`src/rtl/wdsr_pkg.sv`:
```
// package: constants and register map for the watchdog and system reset block
package wdsr_pkg;
  localparam int unsigned WDSR_CNT_W = 16;
  localparam logic [15:0] WDSR_CNT_INIT = 16'hffff;
  localparam logic [15:0] WDSR_CNT_ZERO = 16'h0000;
  localparam logic [15:0] WDSR_CNT_ONE = 16'h0001;
  // machine cycle of the core, in ns, and least external reset low time
  localparam int unsigned WDSR_CLK_PERIOD_NS = 100;
  localparam int unsigned WDSR_EXT_RST_MIN_NS = 100;
  localparam int unsigned WDSR_EXT_RST_CYC = (WDSR_EXT_RST_MIN_NS + WDSR_CLK_PERIOD_NS - 1) / WDSR_CLK_PERIOD_NS;
  // cycles the reset pin is driven low after an internal reset request
  localparam logic [3:0] WDSR_RST_HOLD = 4'h4;
  localparam logic [3:0] WDSR_HOLD_ZERO = 4'h0;
  localparam logic [3:0] WDSR_HOLD_ONE = 4'h1;
  localparam int unsigned WDSR_PORT_W = 16;
  localparam logic [15:0] WDSR_PORT_ZERO = 16'h0000;
  localparam logic [15:0] WDSR_PORT_ONES = 16'hffff;
  // apb register map, byte addresses
  localparam logic [7:0] WDSR_A_CTRL = 8'h00;
  localparam logic [7:0] WDSR_A_STAT = 8'h04;
  localparam logic [7:0] WDSR_A_CNT = 8'h08;
  localparam logic [7:0] WDSR_A_IRQ_ST = 8'h0c;
  localparam logic [7:0] WDSR_A_IRQ_MSK = 8'h10;
  // status bit positions
  localparam int unsigned WDSR_B_EN = 0;
  localparam int unsigned WDSR_B_F1 = 1;
  localparam int unsigned WDSR_B_F2 = 2;
  localparam int unsigned WDSR_B_ARM = 3;
  // interrupt bit positions
  localparam int unsigned WDSR_I_UF1 = 0;
  localparam int unsigned WDSR_I_REFRESH_INSTRUCTION = 1;
  localparam int unsigned WDSR_I_SKIP = 2;
  localparam int unsigned WDSR_IRQ_W = 3;
  localparam logic [2:0] WDSR_IRQ_ZERO = 3'h0;
  localparam logic [31:0] WDSR_ZERO32 = 32'h0000_0000;
endpackage

```
`src/rtl/wdsr_top.sv`:
```
// watchdog timer with system reset merge, reset pin and port reset states
// Function
// (RULE_01) counter starts at all ones, counts cycles
// (RULE_02) underflow sets first underflow flag
// (RULE_03) second underflow sets flag two, resets
// (RULE_04) watchdog reset pulls reset pin low
// (RULE_05) reset generation only while enable set
// (RULE_06) disable then refresh clears enable flag
// (RULE_07) lone disable leaves watchdog running
// (RULE_08) enable set by reset and backup entry
// (RULE_09) refresh with flag one clears, skips
// (RULE_10) refresh with flag zero, no skip
// (RULE_11) skip works while watchdog disabled
// (RULE_12) backup entry reinitialises flag and counter
// (RULE_13) software refreshes within 65534 cycles
// (RULE_14) any reset source causes system reset
// (RULE_15) after release, fetch address zero
// (RULE_16) external reset held one cycle minimum
// (RULE_17) software reset drives pin low, resets
// (RULE_18) reset: ports hi-z, pwm pin low
// (RULE_19) any other instruction cancels disable arm
//
// Implementation choices: the register offsets and the APB slave port.
`timescale 1ns/1ns
`default_nettype none
module wdsr_top
  import wdsr_pkg::*;
(
  input wire logic pclk,
  input wire logic presetn,
  input wire logic psel,
  input wire logic penable,
  input wire logic pwrite,
  input wire logic [7:0] paddr,
  input wire logic [31:0] pwdata,
  output logic pready,
  output logic [31:0] prdata,
  output logic pslverr,
  input wire logic instr_valid,
  input wire logic refresh_instruction,
  input wire logic disable_instruction,
  input wire logic software_reset_instruction,
  input wire logic backup_entry,
  input wire logic power_on_reset,
  input wire logic voltage_drop_reset,
  input wire logic reset_pin_in,
  output logic reset_pin_out,
  output logic reset_pin_oe,
  output logic system_reset,
  output logic pc_to_zero,
  output logic skip_next,
  input wire logic [15:0] port_out_core,
  input wire logic [15:0] port_oe_core,
  input wire logic pwm_out_core,
  output logic [15:0] port_out,
  output logic [15:0] port_oe,
  output logic counter1_pwm_pin,
  output logic irq
);

  logic [15:0] watchdog_counter_r;
  logic watchdog_enable_flag_r;
  logic first_underflow_flag_r;
  logic second_underflow_flag_r;
  logic disarm_r;
  logic [3:0] hold_r;
  logic sys_rst_r;
  logic sys_rst_d_r;
  logic skip_r;
  logic [2:0] irq_st_r;
  logic [2:0] irq_msk_r;
  logic [31:0] prdata_r;

  logic refresh_ev;
  logic disable_ev;
  logic other_ev;
  logic underflow;
  logic wd_reset_req;
  logic int_reset_req;
  logic ext_reset_low;
  logic wr_en;
  logic rd_en;
  logic [2:0] irq_set;
  logic [2:0] irq_clr;
  logic software_reset_instruction_ev;
  logic any_src;
  logic addr_ok;
  logic [15:0] cnt_nxt;
  logic [3:0] hold_nxt;
  logic [31:0] stat_word;

  ////////////////////////////////////////////////////////////////////////////
  // helpers
  function automatic logic wdsr_hit(input logic [7:0] a, input logic [7:0] off);
    return a == off;
  endfunction

  function automatic logic wdsr_mapped(input logic [7:0] a);
    return wdsr_hit(a, WDSR_A_CTRL) | wdsr_hit(a, WDSR_A_STAT) | wdsr_hit(a, WDSR_A_CNT) |
      wdsr_hit(a, WDSR_A_IRQ_ST) | wdsr_hit(a, WDSR_A_IRQ_MSK);
  endfunction

  function automatic logic [15:0] wdsr_dec16(input logic [15:0] v);
    return v - WDSR_CNT_ONE;
  endfunction

  function automatic logic [3:0] wdsr_dec4(input logic [3:0] v);
    return v - WDSR_HOLD_ONE;
  endfunction

  // widen a three bit field to a bus word
  function automatic logic [31:0] wdsr_word3(input logic [2:0] v);
    logic [31:0] w;
    w = WDSR_ZERO32;
    w[WDSR_IRQ_W-1:0] = v;
    return w;
  endfunction

  function automatic logic [31:0] wdsr_word16(input logic [15:0] v);
    logic [31:0] w;
    w = WDSR_ZERO32;
    w[WDSR_CNT_W-1:0] = v;
    return w;
  endfunction

  ////////////////////////////////////////////////////////////////////////////
  // instruction strobes and reset merge
  always_comb begin
    refresh_ev = 1'b0;
    disable_ev = 1'b0;
    other_ev = 1'b0;
    if (instr_valid & ~system_reset) begin
      if (refresh_instruction) begin
        refresh_ev = 1'b1;
      end else if (disable_instruction) begin
        disable_ev = 1'b1;
      end else begin
        other_ev = 1'b1; // RULE_19
      end
    end
  end

  assign software_reset_instruction_ev = instr_valid & software_reset_instruction & ~system_reset;
  assign underflow = ~system_reset & (watchdog_counter_r == WDSR_CNT_ZERO); // RULE_02
  assign wd_reset_req = underflow & first_underflow_flag_r & watchdog_enable_flag_r; // RULE_03 RULE_05
  assign int_reset_req = wd_reset_req | software_reset_instruction_ev; // RULE_17
  assign cnt_nxt = wdsr_dec16(watchdog_counter_r);
  assign hold_nxt = wdsr_dec4(hold_r);

  // any one source is enough; the pin term keeps reset up while it is low
  always_comb begin
    any_src = 1'b0;
    if (ext_reset_low) begin
      any_src = 1'b1;
    end
    if (int_reset_req) begin
      any_src = 1'b1;
    end
    if (reset_pin_oe) begin
      any_src = 1'b1;
    end
    if (power_on_reset) begin
      any_src = 1'b1;
    end
    if (voltage_drop_reset) begin
      any_src = 1'b1;
    end
  end
  // pin level sampled directly; external agent holds it low a machine cycle
  assign ext_reset_low = ~reset_pin_in; // RULE_16
  assign system_reset = sys_rst_r; // RULE_14
  assign pc_to_zero = sys_rst_d_r & ~sys_rst_r; // RULE_15
  assign reset_pin_out = 1'b0;
  assign reset_pin_oe = (hold_r != WDSR_HOLD_ZERO); // RULE_04 RULE_17
  assign skip_next = skip_r;

  always_ff @(posedge pclk or negedge presetn) begin
    if (!presetn) begin
      hold_r <= WDSR_HOLD_ZERO;
    end else if (int_reset_req) begin
      hold_r <= WDSR_RST_HOLD; // RULE_04
    end else if (hold_r != WDSR_HOLD_ZERO) begin
      hold_r <= hold_nxt;
    end
  end

  always_ff @(posedge pclk or negedge presetn) begin
    if (!presetn) begin
      sys_rst_r <= 1'b1;
    end else begin
      sys_rst_r <= any_src; // RULE_14
    end
  end

  // delayed copy marks the cycle in which reset has just ended
  always_ff @(posedge pclk or negedge presetn) begin
    if (!presetn) begin
      sys_rst_d_r <= 1'b1;
    end else begin
      sys_rst_d_r <= sys_rst_r;
    end
  end

  ////////////////////////////////////////////////////////////////////////////
  // watchdog counter and flags
  always_ff @(posedge pclk or negedge presetn) begin
    if (!presetn) begin
      watchdog_counter_r <= WDSR_CNT_INIT;
    end else if (system_reset | backup_entry) begin
      watchdog_counter_r <= WDSR_CNT_INIT; // RULE_01 RULE_12
    end else begin
      watchdog_counter_r <= cnt_nxt; // RULE_01
    end
  end

  always_ff @(posedge pclk or negedge presetn) begin
    if (!presetn) begin
      watchdog_enable_flag_r <= 1'b1;
    end else if (system_reset | backup_entry) begin
      watchdog_enable_flag_r <= 1'b1; // RULE_08
    end else if (refresh_ev & disarm_r) begin
      watchdog_enable_flag_r <= 1'b0; // RULE_06
    end
  end

  always_ff @(posedge pclk or negedge presetn) begin
    if (!presetn) begin
      disarm_r <= 1'b0;
    end else if (system_reset) begin
      disarm_r <= 1'b0;
    end else if (disable_ev) begin
      disarm_r <= 1'b1; // RULE_19 RULE_07
    end else if (refresh_ev | other_ev) begin
      disarm_r <= 1'b0; // RULE_19
    end
  end

  always_ff @(posedge pclk or negedge presetn) begin
    if (!presetn) begin
      first_underflow_flag_r <= 1'b0;
    end else if (system_reset | backup_entry) begin
      first_underflow_flag_r <= 1'b0; // RULE_12
    end else if (underflow) begin
      first_underflow_flag_r <= 1'b1; // RULE_02
    end else if (refresh_ev) begin
      first_underflow_flag_r <= 1'b0; // RULE_09
    end
  end

  always_ff @(posedge pclk or negedge presetn) begin
    if (!presetn) begin
      second_underflow_flag_r <= 1'b0;
    end else if (wd_reset_req) begin
      second_underflow_flag_r <= 1'b1; // RULE_03
    end else if (system_reset) begin
      second_underflow_flag_r <= 1'b0;
    end
  end

  // skip does not look at the enable flag
  always_ff @(posedge pclk or negedge presetn) begin
    if (!presetn) begin
      skip_r <= 1'b0;
    end else begin
      skip_r <= refresh_ev & first_underflow_flag_r; // RULE_09 RULE_10 RULE_11
    end
  end

  ////////////////////////////////////////////////////////////////////////////
  // port states during reset
  always_ff @(posedge pclk or negedge presetn) begin
    if (!presetn) begin
      port_out <= WDSR_PORT_ZERO;
    end else if (system_reset) begin
      port_out <= WDSR_PORT_ZERO;
    end else begin
      port_out <= port_out_core;
    end
  end

  // drivers off gives high impedance on the general ports
  always_ff @(posedge pclk or negedge presetn) begin
    if (!presetn) begin
      port_oe <= WDSR_PORT_ZERO;
    end else if (system_reset) begin
      port_oe <= WDSR_PORT_ZERO; // RULE_18
    end else begin
      port_oe <= port_oe_core;
    end
  end

  always_ff @(posedge pclk or negedge presetn) begin
    if (!presetn) begin
      counter1_pwm_pin <= 1'b0;
    end else if (system_reset) begin
      counter1_pwm_pin <= 1'b0; // RULE_18
    end else begin
      counter1_pwm_pin <= pwm_out_core;
    end
  end

  ////////////////////////////////////////////////////////////////////////////
  // interrupts
  assign irq_set = {skip_r, wd_reset_req, underflow};
  assign irq = |(irq_st_r & irq_msk_r);

  always_comb begin
    irq_clr = WDSR_IRQ_ZERO;
    if (wr_en & wdsr_hit(paddr, WDSR_A_IRQ_ST)) begin
      irq_clr = pwdata[WDSR_IRQ_W-1:0];
    end
  end

  // a new event in the clearing cycle survives the clear
  always_ff @(posedge pclk or negedge presetn) begin
    if (!presetn) begin
      irq_st_r <= WDSR_IRQ_ZERO;
    end else begin
      irq_st_r <= (irq_st_r & ~irq_clr) | irq_set;
    end
  end

  always_ff @(posedge pclk or negedge presetn) begin
    if (!presetn) begin
      irq_msk_r <= WDSR_IRQ_ZERO;
    end else if (wr_en & wdsr_hit(paddr, WDSR_A_IRQ_MSK)) begin
      irq_msk_r <= pwdata[WDSR_IRQ_W-1:0];
    end
  end

  ////////////////////////////////////////////////////////////////////////////
  // apb slave, zero wait states
  assign pready = 1'b1;
  assign wr_en = psel & penable & pwrite;
  assign rd_en = psel & ~penable & ~pwrite;
  assign prdata = prdata_r;
  assign addr_ok = wdsr_mapped(paddr);
  assign pslverr = psel & penable & ~addr_ok;

  always_comb begin
    stat_word = WDSR_ZERO32;
    stat_word[WDSR_B_EN] = watchdog_enable_flag_r;
    stat_word[WDSR_B_F1] = first_underflow_flag_r;
    stat_word[WDSR_B_F2] = second_underflow_flag_r;
    stat_word[WDSR_B_ARM] = disarm_r;
  end

  always_ff @(posedge pclk or negedge presetn) begin
    if (!presetn) begin
      prdata_r <= WDSR_ZERO32;
    end else if (rd_en) begin
      unique case (1'b1)
        wdsr_hit(paddr, WDSR_A_STAT): begin
          prdata_r <= stat_word;
        end
        wdsr_hit(paddr, WDSR_A_CNT): begin
          prdata_r <= wdsr_word16(watchdog_counter_r);
        end
        wdsr_hit(paddr, WDSR_A_IRQ_ST): begin
          prdata_r <= wdsr_word3(irq_st_r);
        end
        wdsr_hit(paddr, WDSR_A_IRQ_MSK): begin
          prdata_r <= wdsr_word3(irq_msk_r);
        end
        default: begin
          prdata_r <= WDSR_ZERO32;
        end
      endcase
    end
  end

endmodule
`default_nettype wire

```
`config.mk`:
```
export PLATFORM = sky130hd
export DESIGN_NAME = wdsr_top
export DESIGN_NICKNAME = d
export VERILOG_FILES = /design/src/rtl/wdsr_pkg.sv /design/src/rtl/wdsr_top.sv
export SDC_FILE = /design/constraint.sdc
export NUM_CORES = 1
export LEC_CHECK = 0
export BUFFER_PORTS_ARGS = -buffer_cell sky130_fd_sc_hd__buf_4
export CAP_MARGIN = 30
export CORE_UTILIZATION = 47
export CTS_CLUSTER_SIZE = 8
export DETAILED_ROUTE_END_ITERATION = 12
export PLACE_DENSITY = 0.8
export RECOVER_POWER = 25
export SLEW_MARGIN = 40
export SYNTH_ARGS = -nofsm -noshare
export SYNTH_HDL_FRONTEND = slang
export SYNTH_SLANG_ARGS = --single-unit
```
`constraint.sdc`:
```
create_clock -name pclk -period 1.8 [get_ports pclk]
set_input_delay 0.09 -clock pclk [delete_from_list [all_inputs] [get_ports pclk]]
set_output_delay 0.09 -clock pclk [all_outputs]
set_load 0.005 [all_outputs]
```
After elaboration in Yosys (flattened, before gate mapping)
Index checks and enable logic that the tools add are counted.

operators by class
  equality and inequality tests = 4
  reduce and logical (&&, ||, !) cells = 9
  bitwise logic cells = 31
  $add $sub $neg = 2
  mux-type cells = 31

operator list
  cell                                                  count
  case mux 16 bit (4 select lines)                      1
  two-way mux 16 bit                                    3
  two-way mux 1 bit                                     24
  bitwise AND 1 bit                                     16
  equality test 8 x 4 -> 1 bit (second input constant)  2
  logical NOT 16 bit                                    1
  subtractor 16 x 1 -> 16 bit (second input constant)   1
  equality test 8 x 3 -> 1 bit (second input constant)  1
  equality test 8 x 5 -> 1 bit (second input constant)  1
  logical NOT 8 bit                                     1
  two-way mux 4 bit                                     2
  bitwise OR 1 bit                                      7
  bitwise AND 3 bit                                     2
  nonzero test 2 bit                                    3
  nonzero test 3 bit                                    2
  inverter 1 bit                                        4
  nonzero test 4 bit                                    1
  subtractor 4 x 1 -> 4 bit (second input constant)     1
  two-way mux 3 bit                                     1
  inverter 3 bit                                        1
  bitwise OR 3 bit                                      1
  OR reduction 3 bit                                    1

storage, ports and cells
  logic and storage cells = 92
  output and inout bits = 73
  bits of input ports = 86
  flip-flop bits (word level) = 98

Logic depth before layout (Yosys ltp)
Gate-level depths: netlist of run 1.

  word-level depth = 9
  gate-level depth with buffers = 6
  depth with buffers taken out = 6

Worst setup path before layout of run 1
OpenSTA, ideal clock, no wires.

  kind = in2reg
  from = in paddr[6]
  to = reg irq_msk_r[0]
  buffers on the path = 0
  library setup time = 0.125 ns
  slack = 0.086 ns
  cell stages on the path = 4
  arrival = 1.589 ns
  path through = or4_4 > or4_1 > nor2b_2 > mux2_2

between the ends
  longest elaborated chain between the ends = 2

RTL lines
  what                          line             RTL
  start: declaration            wdsr_top.sv:34   input wire logic [7:0] paddr,
  equality test 8 x 5 -> 1 bit  wdsr_top.sv:95   return a == off;
  bitwise AND 1 bit             wdsr_top.sv:326  end else if (wr_en & wdsr_hit(paddr, WDSR_A_IRQ_MSK)) begin
  end signal: assignment        wdsr_top.sv:327  irq_msk_r <= pwdata[WDSR_IRQ_W-1:0];
  end: declaration              wdsr_top.sv:71   logic [2:0] irq_msk_r;

Every way passes these cells.
A chain may end at the register's enable or synchronous reset.

Worst setup path in the final report of run 1
  from = reg watchdog_counter_r[1]
  to = reg sys_rst_r, in the netlist system_reset

between the ends
  longest elaborated chain between the ends = 9

RTL lines
  what                             line             RTL
  start: declaration               wdsr_top.sv:61   logic [15:0] watchdog_counter_r;
  start signal: assignment         wdsr_top.sv:212  watchdog_counter_r <= cnt_nxt;
  logical NOT 16 bit               wdsr_top.sv:144  assign underflow = ~system_reset & (watchdog_counter_r == WDSR_CNT_ZERO);
  bitwise AND 1 bit                wdsr_top.sv:144
  bitwise AND 1 bit (2 in series)  wdsr_top.sv:145  assign wd_reset_req = underflow & first_underflow_flag_r & watchdog_enable_flag_r;
  bitwise OR 1 bit                 wdsr_top.sv:146  assign int_reset_req = wd_reset_req | software_reset_instruction_ev;
  two-way mux 1 bit                wdsr_top.sv:156  if (int_reset_req) begin
  two-way mux 1 bit                wdsr_top.sv:159  if (reset_pin_oe) begin
  two-way mux 1 bit                wdsr_top.sv:162  if (power_on_reset) begin
  two-way mux 1 bit                wdsr_top.sv:165  if (voltage_drop_reset) begin
  net any_src                      wdsr_top.sv:86   logic any_src;
  end signal: assignment           wdsr_top.sv:191  sys_rst_r <= any_src;
  end: declaration                 wdsr_top.sv:67   logic sys_rst_r;

The timed path passes the listed nets, and every way through them passes these cells.

==> metrics.txt, run 1 <==
Fmax 585 MHz; Die ar. 7750 µm²; first-pass GRT wire length 12500 µm; largest area contributor in the netlist dfrtp_1; core box area 6980 µm²; Worst-Skew Late Latency 0.35 ns; drt pass-1 iters 4; area taken by multi-input logic gates ~1300 µm²; total global-route track usage 21.6%; Via Count 2791; leading cell type in the layout, fill and taps excluded buf_4; Ys Warns 0; synth top area cells dfrtp_1 (45%), dfstp_2 (14%), nor2b_1 (6.3%); Routed Antenna Nets 0; vias per cell 4.94; CTS tree yes; status completed; CTS sink cnt 82; Synth Register Bits 82; Placer Congestion between 0.8 and 0.9; Max-slew headroom 33.3%; Worst Max-Slew Pin Slew 1.00 ns; WP data arrival 1.99 ns; Die W just under 90 µm; placed inst area between 4000 and 5000 µm²; period utilization 95.0%; GRT Residual Overflow 0; Rows 30; Ports 159; worst-path fanout max 5; NumNets Final about 550; MaxCap Viol Count 0; WL/cell 14.7 µm; pins over their slew limit 0; DR iter-0 viols 138; Initial Utilization 49.8%; Ant. Diodes 0; post-layout minimum cycle time 1.71 ns; register area share after synthesis between 50% and 60%; Cells after Synth 305; post-route non-filler standard cell count 565; drt total wl 8290 µm; clock tree buffer depth 2; average size of a mapped cell 11.4 µm²; Synth top area share 45.3%; DRC 0; share of cells above drive strength 1 35.8%; worst min path class primary input to flop; area grow syn2layout 44.1%; Power Density between 700 and 800 nW/µm²; final instance area 5010 µm²; Worst Setup Path Type flop to flop; # fillers 494; VDD IR max 0.649 mV; leakage power total 2.43 nW; Worst Setup End Kind flop; most frequent cells in the layout buf_4 (122), dfrtp_1 (63), dlygate4sd3_1 (38); # placed instances 510; final hold violations 0; main flop type after synthesis dfrtp_1; WP data required 2.07 ns; FF+latch area 2080 µm²; largest net degree at the start of global routing 43; vias in the first global route 2703; Syn Std Cell Area 3480 µm²; initial antenna violation count 0; Reg clk slew, reported paths 0.08 ns; final setup vio count 0; ys async rst share 100%; CP startpoint kind flop; die height 88.0 µm; Post-synth EDFFs 0; Worst Skew 0.0123 ns; TritonCTS Buffers 9; DP HPWL ~5400 µm; root buf cell clkbuf_8; I/O Buffers 111; Yosys cell types 47; H-tree depth 3; unrepaired setup endpoints after global routing no
==> per-layer routing <==
metal | global-route usage (%) | up-vias | share of wire, %
met5 | 0 | - | 0
met1 | 26.5 | 1342 | 41
met4 | 11.0 | 0 | 2.7
met3 | 4.81 | 19 | 5.3
li1 | - | 1322 | -
met2 | 36.2 | 108 | 51
==> path summary, 6_finish.rpt <==
kind | cells after the start | endpoint | start | slack [ns]
worst max-delay path | 7 | system_reset | watchdog_counter_r[1] | 0.09
worst min-delay path | 3 | system_reset | reset_pin_in | 0.02
worst max register to register | 7 | system_reset | watchdog_counter_r[1] | 0.09
worst min register to register | 1 | irq_st_r[2] | skip_next | 0.46
max in group asynchronous | 3 | prdata[2] | presetn | 0.36
min in group asynchronous | 2 | prdata[14] | presetn | 0.18
==> worst max-delay path, cell delays in order (launching register included) <==
cell and delay [ns]:
dfstp_2 0.57, inv_1 0.07, ha_1 0.18, nor4b_1 0.14, nand4_1 0.09, buf_4 0.14
o22ai_2 0.12, or3_1 0.33
==> sequential cells by signal, summed over array words and instances, names as in the netlist <==
signal	count
counter1_pwm_pin	1
sys_rst_d_r	1
irq_msk_r	3
prdata	16
first_underflow_flag_r	1
irq_st_r	3
system_reset	1
disarm_r	1
watchdog_enable_flag_r	1
second_underflow_flag_r	1
port_oe	16
hold_r	4
skip_next	1
watchdog_counter_r	16
port_out	16
==> cell usage after synthesis (all sizes together) (3+ instances only) <==
cell / count
buf: 19
nand2b: 3
dfstp: 19
mux2i: 3
nor4: 3
or3: 5
nor2: 14
nand2: 25
dfrtp: 63
a22o: 12
o21ai: 14
mux2: 3
xnor2: 3
a221oi: 3
a21oi: 5
xor2: 6
nand3: 10
nor2b: 36
nor3b: 4
inv: 9
or4: 3
nor3: 5
ha: 4
clkbuf: 10
==> power breakdown <==
group / total, mW / internal (mW) / switching (mW)
Clock: 1.45 / 0.792 / 0.654
Combinational: 0.525 / 0.293 / 0.233
Sequential: 1.96 / 1.92 / 0.0447
Total: 3.93 / 3.00 / 0.931
==> logic make-up (layout without fill, tap and decap cells) <==
kind of cell	after synthesis	in the layout	share of synthesized area (%)
AO/OA/AOI/OAI	44	44	8.67
flip-flops	82	82	59.7
other	2	18	0.216
adder cells (fa/ha/maj)	4	4	1.44
AND/OR/NAND/NOR	120	120	19.8
XOR/XNOR	9	9	2.27
buffers and inverters	38	186	6.08
multiplexers	6	6	1.83
==> final cells by class <==
class	instances	share of cell area, %
flip-flops and latches	82	41.4
repair buffers	161	26.0
multi-input cells	201	25.2
clock buffers	11	2.62
well taps	96	2.40
clock inverters	5	1.72
inverters	9	0.674
==> stage by stage <==
stage	setup TNS [ns]	hold slack, ns	utilization (%)	worst slack, ns	power (mW)
after floorplan	0	-0.206	-	0.0858	2.25
after global placement	-0.263	0.0197	63.2	-0.0750	2.43
after detailed placement	-0.310	0.0191	63.2	-0.0863	2.45
after CTS	0	0.00306	71.7	0.0255	3.95
after global routing	0	0.0225	71.8	0.0224	4.12
final	0	0.0189	71.8	0.0894	3.93
==> repair_timing <==
item / in CTS / in global routing
hold buffers: 37 / 1
hold endpoints to repair: 96 / 1
buffers inserted: 0 / 1
endpoints found under the setup margin: 3 / 5
gates resized for setup: 1 / 1
gates cloned: 0 / 0
pin swaps: 0 / 1
Note: power is estimated with default switching activity, not from simulation.
==> run 2, diff against run 1 <==
==> constraint.sdc (replaced) <==
create_clock -name pclk -period 1.8 [get_ports pclk]
set_input_delay 0.36 -clock pclk [delete_from_list [all_inputs] [get_ports pclk]]
set_output_delay 0.36 -clock pclk [all_outputs]
set_load 0.005 [all_outputs]
==> run 2 against run 1 <==
Highest routed layer unchanged. Register-to-register slack barely moved. Clock-buffer cell count did not move. Sequential cell count did not move. First-iteration DRC count fell by 27%. Worst hold slack improved by 0.21 ns. Design area fell by 6.2%. Critical path type is now primary input to flop. Setup slack got worse by 0.018 ns. Global-route usage fell by 1.9 points. Sequential share of layout area rose by 2.8 points. Die area did not move. Non-clock buffer count fell by 31.
==> metrics.txt, run 2 (synthesized netlist as in run 1, its figures left out) <==
Hold Path End port_oe[11] (was system_reset); worst-path fanout max 3 (was 5); Ant. Diodes 0 (unchanged); DR iter-0 viols 101 (was 138); placed inst area 4470 µm² (was 4410 µm²); # placed instances 516 (was 510); Int Power 2.95 mW (was 3.00 mW); worst min path class primary input to flop (unchanged); I/O Buffers 111 (unchanged); DP HPWL 5300 µm (was 5360 µm); Sw Share 23.3% (was 23.7%); clock tree buffer depth 2 (unchanged); Worst Max-Slew Pin Slew 0.939 ns (was 1.00 ns); Max-slew headroom 37.4% (was 33.3%); vias per cell 4.96 (was 4.94); sequential power share 51.1% (was 49.9%); reg2reg end system_reset (unchanged); first-pass GRT wire length 11600 µm (was 12500 µm); leakage power total 2.31 nW (was 2.43 nW); post-layout minimum cycle time 1.73 ns (was 1.71 ns); final instance area 4700 µm² (was 5010 µm²); Worst Skew 0.00731 ns (was 0.0123 ns); Reg2Reg Depth 7 (unchanged); register-to-register path setup slack 0.09 ns (about the same); share of cells above drive strength 1 39.7% (was 35.8%); WL/cell 13.3 µm (was 14.7 µm); Power Density 818 nW/µm² (was 785 nW/µm²); H-tree depth 3 (unchanged); leading cell type in the layout, fill and taps excluded buf_4 (unchanged); final hold slack 0.231 ns (was 0.0189 ns); Worst-Skew Late Latency 0.34 ns (was 0.35 ns); unrepaired setup endpoints after global routing no (unchanged); Rows 30 (unchanged); NumNets Final 523 (was 554); CP startpoint kind primary input (was flop); Clk network pwr share 36.6% (was 36.8%); WP data required 2.03 ns (was 2.07 ns); MaxCap Viol Count 0 (unchanged); Via Count 2648 (was 2791); reg-to-reg startpoint watchdog_counter_r[1] (unchanged); Hold Path Origin port_oe_core[11] (was reset_pin_in); Worst Setup Path Type primary input to flop (was flop to flop); area grow syn2layout 35.1% (was 44.1%); Reg clk slew, reported paths 0.08 ns (about the same); CTS tree yes (unchanged); die height 88.0 µm (unchanged); VDD IR max 0.551 mV (was 0.649 mV); CTS sink cnt 82 (unchanged); drt total wl 7120 µm (was 8290 µm); vias in the first global route 2612 (was 2703); Initial Utilization 49.8% (unchanged); final setup vio count 0 (unchanged); Placer Congestion 0.888 (was 0.898); Ports 159 (unchanged); status completed (unchanged); Psw 0.896 mW (was 0.931 mW); Die W 88.0 µm (unchanged); Routed Antenna Nets 0 (unchanged); total global-route track usage 19.8% (was 21.6%); # fillers 550 (was 494); root buf cell clkbuf_8 (unchanged); DRC 0 (unchanged); cell depth of the worst min-delay path 2 (was 3); post-route non-filler standard cell count 534 (was 565); initial antenna violation count 0 (unchanged); core box area 6980 µm² (unchanged); Fmax 579 MHz (was 585 MHz); Die ar. 7750 µm² (unchanged); pins over their slew limit 0 (unchanged); Worst Setup End Kind flop (unchanged); WP data arrival 1.96 ns (was 1.99 ns); final hold violations 0 (unchanged); period utilization 96.0% (was 95.0%); most frequent cells in the layout buf_4 (124), dfrtp_1 (63), nor2b_1 (35) (was buf_4 (122), dfrtp_1 (63), dlygate4sd3_1 (38)); Logic pwr share 12.3% (was 13.4%); drt pass-1 iters 4 (unchanged); TritonCTS Buffers 9 (unchanged); largest net degree at the start of global routing 38 (was 43); GRT Residual Overflow 0 (unchanged)
==> run 2: cell count changes in the layout (fill, tap and decap cells not counted), moves of 2 or more <==
cell,previous run,this run
buf_4,122,124
dlygate4sd3_1,38,1
clkinv_2,0,2
clkbuf_1,2,4
==> run 2: stage by stage <==
| step | TNS, ns | worst slack, ns | util, % | total power, mW |
|---|---|---|---|---|
| detailed placement | -3.72 | -0.287 | 64.0 | 2.47 |
| global route | 0 | 0.0242 | 67.3 | 4.03 |
| global placement | -3.37 | -0.268 | 64.0 | 2.44 |
| CTS | 0 | 0.0403 | 67.2 | 3.88 |
| finish | 0 | 0.0718 | 67.3 | 3.84 |
| floorplan | -0.581 | -0.131 | - | 2.25 |
==> run 2: final cells by class <==
class / count / area [µm²] / share of cell area, %
clock inverters: 5 / 78.8 / 1.68
repair buffers: 130 / 985 / 20.9
inverters: 9 / 33.8 / 0.719
clock buffers: 11 / 131 / 2.79
well taps: 96 / 120 / 2.56
multi-input cells: 201 / 1280 / 27.1
flip-flops and latches: 82 / 2080 / 44.2
==> run 2: worst max path at each step <==
stage	to	cells after the start	from
after floorplan	irq_msk_r[0]	4	paddr[6]
after global placement	irq_msk_r[0]	5	paddr[6]
after detailed placement	irq_msk_r[2]	5	paddr[6]
after CTS	reset_pin_oe	4	hold_r[0]
after global routing	reset_pin_oe	4	hold_r[0]
final	irq_msk_r[1]	5	paddr[6]
==> run 2: critical path, cell delays in order <==
cell and delay [ns]:
buf_4 0.11, or4_4 0.53, or4_4 0.46, nor2b_4 0.16
mux2_2 0.34
==> run 2: repair_timing <==
item,in CTS,in global routing
pin swaps,0,0
hold buffers,1,0
gates resized for setup,1,3
buffers inserted,0,1
hold endpoints to repair,28,0
endpoints found under the setup margin,4,5
==> run 2: power by group through the flow <==
| stage | clock, mW | combinational (mW) | sequential [mW] |
|---|---|---|---|
| CTS | 1.44 | 0.476 | 1.97 |
| global route | 1.51 | 0.534 | 1.98 |
| floorplan | 0 | 0.255 | 1.99 |
| finish | 1.41 | 0.472 | 1.97 |
| detailed placement | 0 | 0.466 | 2.00 |
| global placement | 0 | 0.445 | 1.99 |
==> run 2: metal layers <==
metal | vias to the layer above | wire length (µm) | GRT usage, % | share of wire [%]
met5 | - | 0 | 0 | 0
met4 | 0 | 117 | 8.36 | 1.6
met1 | 1276 | 2850 | 22.6 | 40
met2 | 96 | 3600 | 33.6 | 51
met3 | 14 | 545 | 7.07 | 7.7
li1 | 1262 | - | - | -
